### src/verilog/trig_gate_pkg.sv
/*
 trigger / gate qualifier package: type selector codes, widths, register offsets
 and reset values shared by the qualifier and its helpers.
 assumes nothing beyond a SystemVerilog compiler.
*/
package trig_gate_pkg;

   localparam int unsigned LEVEL_W = 16;
   localparam int unsigned ADDR_W  = 4;
   localparam int unsigned DATA_W  = 32;

   // 4-bit type selector; codes 14 and 15 are unused and mean disabled
   typedef enum logic [3:0]
   {
      hyst_gate_open_high = 4'h0,
      hyst_gate_open_low  = 4'h1,
      above_gate          = 4'h2,
      below_gate          = 4'h3,
      cross_up_start      = 4'h4,
      cross_down_start    = 4'h5,
      in_window_gate      = 4'h6,
      out_window_gate     = 4'h7,
      logic_one_gate      = 4'h8,
      logic_zero_gate     = 4'h9,
      logic_one_start     = 4'ha,
      logic_zero_start    = 4'hb,
      rising_edge_start   = 4'hc,
      falling_edge_start  = 4'hd
   } trig_type_t;

   localparam logic [3:0] TYPE_DISABLED = 4'hf;

   // register offsets (byte addresses of word registers)
   localparam logic [ADDR_W-1:0] REG_TYPE   = 4'h0;
   localparam logic [ADDR_W-1:0] REG_LOWER  = 4'h4;
   localparam logic [ADDR_W-1:0] REG_UPPER  = 4'h8;
   localparam logic [ADDR_W-1:0] REG_STATUS = 4'hc;

   // reset values
   localparam logic [3:0]         TYPE_RESET  = TYPE_DISABLED;
   localparam logic [LEVEL_W-1:0] LOWER_RESET = 16'h0000;
   localparam logic [LEVEL_W-1:0] UPPER_RESET = 16'hffff;

   // status register bit positions
   localparam int unsigned STAT_ENABLE_BIT = 0;
   localparam int unsigned STAT_LATCH_BIT  = 1;
   localparam int unsigned STAT_DIG_BIT    = 2;

endpackage

### src/verilog/level_sync.sv
/*
 two-flip-flop synchroniser for one asynchronous level.
 assumes an active-low asynchronous reset already released synchronously.
*/
`timescale 1ns/1ps
`default_nettype none

module level_sync
(
   // clock and reset
   input  wire logic clock,
   input  wire logic rst_n,
   // level
   input  wire logic async_in,
   output logic      sync_out
);
   logic meta;

   // first stage feeds only the second
   always_ff @(posedge clock or negedge rst_n)
   begin
      if (!rst_n)
      begin
         meta     <= 1'b0;
         sync_out <= 1'b0;
      end
      else
      begin
         meta     <= async_in;
         sync_out <= meta;
      end
   end
endmodule

`default_nettype wire

### src/verilog/level_compare.sv
/*
 strict comparison of the analog trigger level against both limits.
 assumes level and limits are unsigned counts, zero being negative full scale.
*/
`timescale 1ns/1ps
`default_nettype none

module level_compare
#(
   parameter int unsigned WIDTH = 16
)
(
   // operands
   input  wire logic [WIDTH-1:0] level,
   input  wire logic [WIDTH-1:0] lower_limit_counts,
   input  wire logic [WIDTH-1:0] upper_limit_counts,
   // results
   output logic                  above_upper,
   output logic                  below_lower,
   output logic                  in_window
);
   assign above_upper = level > upper_limit_counts;
   assign below_lower = level < lower_limit_counts;
   assign in_window   = (level > lower_limit_counts) && (level < upper_limit_counts);
endmodule

`default_nettype wire

### src/verilog/trig_gate_qualifier.sv
/*
 conversion-enable qualifier for fourteen analog and digital trigger / gate types,
 with a small register port for type, limits and status.
 assumes the analog level arrives already digitised on this clock; the digital
 trigger pin is asynchronous. limits are not checked for order: with lower above
 upper the inside-window type never opens and the outside-window type is always open.
 rdata reads zero except in the cycle after a read strobe.
*/
// Design decisions made here: the address map and strobed register access.
// Functional notes
// - hysteresis: on above upper, off below lower
// - hysteresis: on below lower, off above upper
// - enable exactly while level above upper
// - enable exactly while level below lower
// - rising crossing of upper sets enable
// - falling crossing of lower sets enable
// - trigger types latch enable, ignore input
// - enable while level inside window
// - enable while level outside window
// - enable while digital input is one
// - enable while digital input is zero
// - digital one found sets latched enable
// - digital zero found sets latched enable
// - digital rising edge sets latched enable
// - digital falling edge sets latched enable
// - digital types ignore thresholds
`timescale 1ns/1ps
`default_nettype none

module trig_gate_qualifier
#(
   parameter int unsigned WIDTH = trig_gate_pkg::LEVEL_W
)
(
   // clock and reset
   input  wire logic                             clock,
   input  wire logic                             nrst,
   // register port
   input  wire logic [trig_gate_pkg::ADDR_W-1:0] addr,
   input  wire logic [trig_gate_pkg::DATA_W-1:0] wdata,
   input  wire logic                             wr,
   input  wire logic                             rd,
   output logic      [trig_gate_pkg::DATA_W-1:0] rdata,
   // trigger inputs
   input  wire logic [WIDTH-1:0]                 analog_level,
   input  wire logic                             digital_trig,
   // result
   output logic                                  conv_enable
);
   import trig_gate_pkg::*;

   // reset constants are LEVEL_W wide, so wider levels are refused
   if (WIDTH < 1 || WIDTH > LEVEL_W)
   begin : g_width_check
      $error("WIDTH out of range");
   end

   // internal reset, configuration and decode state
   logic             rst_meta;
   logic             rst_n;
   logic [3:0]       type_sel;
   logic [WIDTH-1:0] lower_limit_counts;
   logic [WIDTH-1:0] upper_limit_counts;
   logic             reconfig;
   logic             dig;
   logic             dig_prev;
   logic             above_upper;
   logic             below_lower;
   logic             in_window;
   logic             above_prev;
   logic             below_prev;
   logic             history_ok;
   logic             latched;
   logic             hyst_state;
   logic             next_hyst_state;
   logic             gate_level;
   logic             start_hit;
   logic             next_enable;

   // reset release through two flops
   // assertion acts at once; release waits two edges to avoid a ragged start
   always_ff @(posedge clock or negedge nrst)
   begin
      if (!nrst)
      begin
         rst_meta <= 1'b0;
         rst_n    <= 1'b0;
      end
      else
      begin
         rst_meta <= 1'b1;
         rst_n    <= rst_meta;
      end
   end

   // start types latch; gate types follow their condition
   function automatic logic is_start_type(input logic [3:0] t);
      is_start_type = (t == cross_up_start) || (t == cross_down_start) ||
                      (t == logic_one_start) || (t == logic_zero_start) ||
                      (t == rising_edge_start) || (t == falling_edge_start);
   endfunction

   function automatic logic is_digital_type(input logic [3:0] t);
      is_digital_type = (t >= logic_one_gate) && (t <= falling_edge_start);
   endfunction

   // register writes; any write to a config register restarts qualification
   // status is read-only; writes to it or to unmapped offsets are dropped
   always_ff @(posedge clock or negedge rst_n)
   begin
      if (!rst_n)
      begin
         type_sel           <= TYPE_RESET;
         lower_limit_counts <= LOWER_RESET[WIDTH-1:0];
         upper_limit_counts <= UPPER_RESET[WIDTH-1:0];
         reconfig           <= 1'b1;
      end
      else
      begin
         reconfig <= 1'b0;
         if (wr)
         begin
            if (addr == REG_TYPE)
            begin
               type_sel <= wdata[3:0];
               reconfig <= 1'b1;
            end
            else if (addr == REG_LOWER)
            begin
               lower_limit_counts <= wdata[WIDTH-1:0];
               reconfig           <= 1'b1;
            end
            else if (addr == REG_UPPER)
            begin
               upper_limit_counts <= wdata[WIDTH-1:0];
               reconfig           <= 1'b1;
            end
         end
      end
   end

   // read data one cycle after the strobe; unmapped reads give zero
   // the digital-type flag tells software which input the type uses
   always_ff @(posedge clock or negedge rst_n)
   begin
      if (!rst_n)
         rdata <= '0;
      else if (rd)
      begin
         if (addr == REG_TYPE)
            rdata <= {28'h0000000, type_sel};
         else if (addr == REG_LOWER)
            rdata <= DATA_W'(lower_limit_counts);
         else if (addr == REG_UPPER)
            rdata <= DATA_W'(upper_limit_counts);
         else if (addr == REG_STATUS)
            rdata <= {29'h00000000, is_digital_type(type_sel), latched, conv_enable};
         else
            rdata <= '0;
      end
      else
         rdata <= '0;
   end

   // only the second stage of the pin synchroniser is read
   level_sync u_dig_sync
   (
      .clock    (clock),
      .rst_n    (rst_n),
      .async_in (digital_trig),
      .sync_out (dig)
   );

   // strict compares: a level equal to a limit is on neither side
   level_compare #(.WIDTH(WIDTH)) u_cmp
   (
      .level              (analog_level),
      .lower_limit_counts (lower_limit_counts),
      .upper_limit_counts (upper_limit_counts),
      .above_upper        (above_upper),
      .below_lower        (below_lower),
      .in_window          (in_window)
   );

   // previous pin sample for the edge types
   always_ff @(posedge clock or negedge rst_n)
   begin
      if (!rst_n)
         dig_prev <= 1'b0;
      else
         dig_prev <= dig;
   end

   // previous-sample history for crossings and edges; invalid after reconfig
   always_ff @(posedge clock or negedge rst_n)
   begin
      if (!rst_n)
      begin
         above_prev <= 1'b0;
         below_prev <= 1'b0;
         history_ok <= 1'b0;
      end
      else
      begin
         above_prev <= above_upper;
         below_prev <= below_lower;
         history_ok <= !reconfig;
      end
   end

   // hysteresis state and level gates
   // once either hysteresis type is past its reconfig cycle, conv_enable always equals hyst_state
   always_comb
   begin
      next_hyst_state = hyst_state;
      gate_level      = 1'b0;
      start_hit       = 1'b0;
      case (type_sel)
         hyst_gate_open_high:
         begin
            if (above_upper)
               next_hyst_state = 1'b1;
            else if (below_lower)
               next_hyst_state = 1'b0;
         end
         hyst_gate_open_low:
         begin
            if (below_lower)
               next_hyst_state = 1'b1;
            else if (above_upper)
               next_hyst_state = 1'b0;
         end
         above_gate:      gate_level = above_upper;
         below_gate:      gate_level = below_lower;
         in_window_gate:  gate_level = in_window;
         out_window_gate: gate_level = above_upper || below_lower;
         // digital types read only the synchronised pin, never the limits
         logic_one_gate:     gate_level = dig;
         logic_zero_gate:    gate_level = !dig;
         cross_up_start:     start_hit = history_ok && !above_prev && above_upper;
         cross_down_start:   start_hit = history_ok && !below_prev && below_lower;
         logic_one_start:    start_hit = dig;
         logic_zero_start:   start_hit = !dig;
         rising_edge_start:  start_hit = history_ok && !dig_prev && dig;
         falling_edge_start: start_hit = history_ok && dig_prev && !dig;
         default:
         begin
            // codes e and f: disabled, nothing is held
            next_hyst_state = 1'b0;
         end
      endcase
   end

   // crossings need a valid previous sample, so a level already past the limit
   // at configuration time does not fire until it returns and crosses again
   always_ff @(posedge clock or negedge rst_n)
   begin
      if (!rst_n)
      begin
         hyst_state <= 1'b0;
         latched    <= 1'b0;
      end
      else if (reconfig)
      begin
         hyst_state <= 1'b0;
         latched    <= 1'b0;
      end
      else
      begin
         hyst_state <= next_hyst_state;
         if (is_start_type(type_sel) && start_hit)
            latched <= 1'b1;
      end
   end

   // reconfig wins over every type, so a stale latch never leaks out
   always_comb
   begin
      next_enable = 1'b0;
      if (reconfig)
         next_enable = 1'b0;
      else if (is_start_type(type_sel))
         next_enable = latched || start_hit;
      else if (type_sel == hyst_gate_open_high || type_sel == hyst_gate_open_low)
         next_enable = next_hyst_state;
      else
         next_enable = gate_level;
   end

   // registered so a limit compare cannot glitch the enable
   always_ff @(posedge clock or negedge rst_n)
   begin
      if (!rst_n)
         conv_enable <= 1'b0;
      else
         conv_enable <= next_enable;
   end

endmodule

`default_nettype wire

### config.mk
export PLATFORM = sky130hd
export DESIGN_NAME = trig_gate_qualifier
export DESIGN_NICKNAME = d
export VERILOG_FILES = /design/src/verilog/trig_gate_pkg.sv /design/src/verilog/level_sync.sv /design/src/verilog/level_compare.sv /design/src/verilog/trig_gate_qualifier.sv
export SDC_FILE = /design/constraint.sdc
export NUM_CORES = 1
export LEC_CHECK = 0
export BUFFER_PORTS_ARGS = -buffer_cell sky130_fd_sc_hd__buf_2
export CAP_MARGIN = 30
export CORE_UTILIZATION = 48
export DETAILED_ROUTE_END_ITERATION = 8
export PLACE_DENSITY = 0.76
export SETUP_SLACK_MARGIN = 0.15
export SLEW_MARGIN = 5
export SYNTH_ARGS = -nofsm -noshare
export SYNTH_HDL_FRONTEND = slang
export SYNTH_SLANG_ARGS = --single-unit
### constraint.sdc
create_clock -name clock -period 1.96 [get_ports clock]
set_input_delay 0.392 -clock clock [delete_from_list [all_inputs] [get_ports clock]]
set_output_delay 0.392 -clock clock [all_outputs]
set_load 0.01 [all_outputs]
==> results.py <==
metrics = {
    "worst_hold_path": {
        "min_path_cells": 1,
        "hp-start": "digital_trig",
        "hp-class": "in2reg",
        "hold_end": "u_dig_sync.meta$_DFF_PN0_",
    },
    "logic_synthesis": {
        "synthesis.area_um2": 3580,
        "synthCells": 325,
        "yosysSeqAreaShare": 0.455,
        "synth_top_family_by_area": "multiplexers",
        "synth_edf_count": 0,
        "synth_compound_area_frac": 0.112,
        "synthAdderAreaFrac": 0.112,
        "syn_area_per_cell_um2": 11.0,
        "netlist.area_leader.share": 0.301,
        "ys_types": 49,
        "ys.flop_type": "dfrtp_1",
        "synth.area.mux_share": 0.132,
        "synthArstFlopShare": 1.00,
        "yosysTopAreaCell": "dfrtp_1",
        "synth_warnings": 0,
        "synth-simple-area-share": 0.0955,
        "synth_xor_area_frac": 0.00245,
        "synthTopCellsByArea": "dfrtp_1 30%, dfstp_2 15%, mux2_2 12%, ha_1 11%, buf_4 3.8%",
        "ys_seq_elements": 64,
    },
    "cells_and_area": {
        "final_common_cell": "buf_2",
        "drive_gt1_frac": 0.510,
        "fillers": 564,
        "antennaDiodeCount": 0,
        "instances_no_fill": 536,
        "final_cell_mix": "57 x buf_2, 46 x buf_4, 42 x dfrtp_1",
        "design_area_um2": 4670,
        "syn_to_final_growth_pct": 30.5,
        "final_nets": 521,
        "post-route-util": 0.647,
    },
    "die": {
        "die-area_um2": 7800,
        "row_count": 31,
        "die_y_um": 88.3,
        "ios": 90,
        "fp.dieW_um": 88.3,
        "initial_core_util": 0.496,
        "core_area_um2": 7210,
    },
    "routing": {
        "drt_first_pass_iters": 4,
        "wire_per_inst_um": 16.3,
        "vias_per_cell": 5.40,
        "drt-total-wl_mm": 8.75,
        "initialDrtViolationCount": 126,
        "antenna_left": 0,
        "num_vias": 2897,
        "drc": 0,
    },
    "power": {
        "vdd_drop_max_uv": 595,
        "power.density_nw_per_um2": 951,
        "p_leak_nw": 2.22,
        "p_total_mw": 4.44,
    },
    "worst_setup_path": {
        "cp_max_fo": 5,
        "arrival_ns": 2.74,
        "crit_buf_inv": 3,
        "worstRegToRegCells": 10,
        "worst-r2r-setup-slack_ns": -0.55,
        "cpMostUsedCell": "buf_4",
        "path_cells": "inv_2 -> ha_4 -> nand4_1 -> buf_4 -> nor4_4 -> buf_4 -> nor2_4 -> nand3b_1 -> o211ai_1 -> o311a_1",
        "slowest_stage": "dfstp_2",
        "worstPathRequired_ns": 2.19,
        "start_kind": "flip-flop",
        "max_stage_delay_ns": 0.56,
        "endpoint_kind": "flip-flop",
        "critical_path_class": "reg2reg",
        "rr_endpoint": "conv_enable$_DFF_PN0_",
        "reg2reg_from": "upper_limit_counts[5]$_DFFE_PN1P_",
        "cp_top_family": "simple AND/OR/NAND/NOR gates",
    },
    "run_status": {
        "violations": "negative setup slack",
        "run_status": "finished with violations",
    },
    "timing": {
        "setup_viol_count_final": 4,
        "hold_slack_ns": 0.156,
        "post-route-period-util": 1.28,
        "max_freq_ghz": 0.398,
        "rsz0062_at_grt": "true",
        "min_period_ns": 2.51,
        "finalHoldViolations": 0,
        "finalClockSkew_ns": 0.0100,
        "worst_slack_ns": -0.550,
        "drv_slew": 0,
    },
    "run": {
        "drv_cap": 0,
    },
    "place": {
        "place.port_buffers": 57,
        "dpl_cell_area_um2": 4170,
        "place_congestion": 0.823,
        "post-dp-hpwl_mm": 5.90,
        "place_inst": 508,
    },
    "clocking": {
        "clockBufferDepth": 2,
        "clock_latency_ns": 0.35,
        "h-tree-depth": 3,
        "cts_tree": "yes",
        "cts-root-buf": "clkbuf_8",
        "clock-sinks": 64,
        "numCtsBuffers": 9,
        "clk_pin_slew_ns": 0.07,
    },
    "global_route": {
        "met3_usage": 0.0634,
        "grt_pass1_vias": 2991,
        "grt_antenna_before_repair": 0,
        "grtUsageMet1": 0.292,
        "groute.usage.overall": 0.241,
        "overflow": 0,
        "grt_busiest_layer": "met2",
        "grt_max_degree": 36,
        "grt_use_met2": 0.408,
        "grt_pass1_wl_mm": 14.0,
    },
}
metrics by stage:
step | setup WS (ns) | setup TNS, ns
finish | -0.550 | -1.76
global route | -0.614 | -1.99
CTS | -0.393 | -1.15
detailed placement | -0.472 | -1.34
global placement | -0.423 | -1.11
floorplan | -0.303 | -0.758
where the power goes:
part / switching (mW) / internal (mW) / total (mW)
Sequential: 0.213 / 1.63 / 1.84
Combinational: 0.746 / 0.863 / 1.61
Clock: 0.498 / 0.487 / 0.986
cell usage after synthesis (all sizes together), types with 4 or more instances:
cell / number
dfrtp: 43
nand4: 6
o211ai: 4
inv: 35
o21ai: 8
a22oi: 12
nand2: 12
nand3: 8
a21oi: 11
a21o: 4
buf: 23
dfstp: 21
mux2: 37
ha: 32
nor2: 28
kinds of logic (layout without fill, tap and decap cells):
logic type / count (synthesis) / count (layout)
flip-flops: 64 / 64
AND/OR/NAND/NOR: 70 / 70
buffers and inverters: 62 / 159
multiplexers: 40 / 40
other: 2 / 17
AO/OA/AOI/OAI: 54 / 54
XOR/XNOR: 1 / 1
adder cells (fa/ha/maj): 32 / 32
registers in the layout (all words and copies together) (netlist names), 4 cells and up:
register            cells
lower_limit_counts     16
type_sel                4
upper_limit_counts     16
rdata                  16
area by class of cell:
| cell class | count | area, um^2 | area share |
|---|---|---|---|
| clock buffer | 12 | 145 | 0.0311 |
| clock inverter | 4 | 22.5 | 0.00482 |
| inverter | 36 | 140 | 0.0300 |
| multi-input combinational | 214 | 1930 | 0.414 |
| sequential | 64 | 1630 | 0.349 |
| tap | 99 | 124 | 0.0265 |
| timing repair buffer | 107 | 674 | 0.144 |
worst max path at each step:
stage / endpoint / slack, ns / cells after the start / start
after global placement: hyst_state$_DFF_PN0_ / -0.42 / 9 / analog_level[13]
after floorplan: conv_enable$_DFF_PN0_ / -0.30 / 10 / upper_limit_counts[13]$_DFFE_PN1P_
after global routing: conv_enable$_DFF_PN0_ / -0.61 / 10 / upper_limit_counts[4]$_DFFE_PN1P_
after CTS: conv_enable$_DFF_PN0_ / -0.39 / 10 / upper_limit_counts[14]$_DFFE_PN1P_
final: conv_enable$_DFF_PN0_ / -0.55 / 10 / upper_limit_counts[5]$_DFFE_PN1P_
after detailed placement: hyst_state$_DFF_PN0_ / -0.47 / 9 / analog_level[13]
worst register-to-register path, delay by kind of cell, from the launching register on:
kind	cells	cell delay, ns
buffers and inverters	3	0.46
DFF	1	0.56
adders and majority gates	1	0.27
AOI/OAI and AO/OA	2	0.45
and+or+nand+nor	4	0.66
layer usage:
metal | vias up | wire length (um)
met5 | - | 0
li1 | 1336 | -
met3 | 22 | 489
met1 | 1433 | 3670
met4 | 0 | 217
met2 | 106 | 4370
what timing repair did:
item                       CTS  global route
gates resized for setup     24            18
hold endpoints to repair     2             0
setup endpoints to repair    5             5
setup buffers                8             3
hold buffers                 1             0
pin swaps                    9            16
No activity file was read; power rests on OpenSTA's default activity.
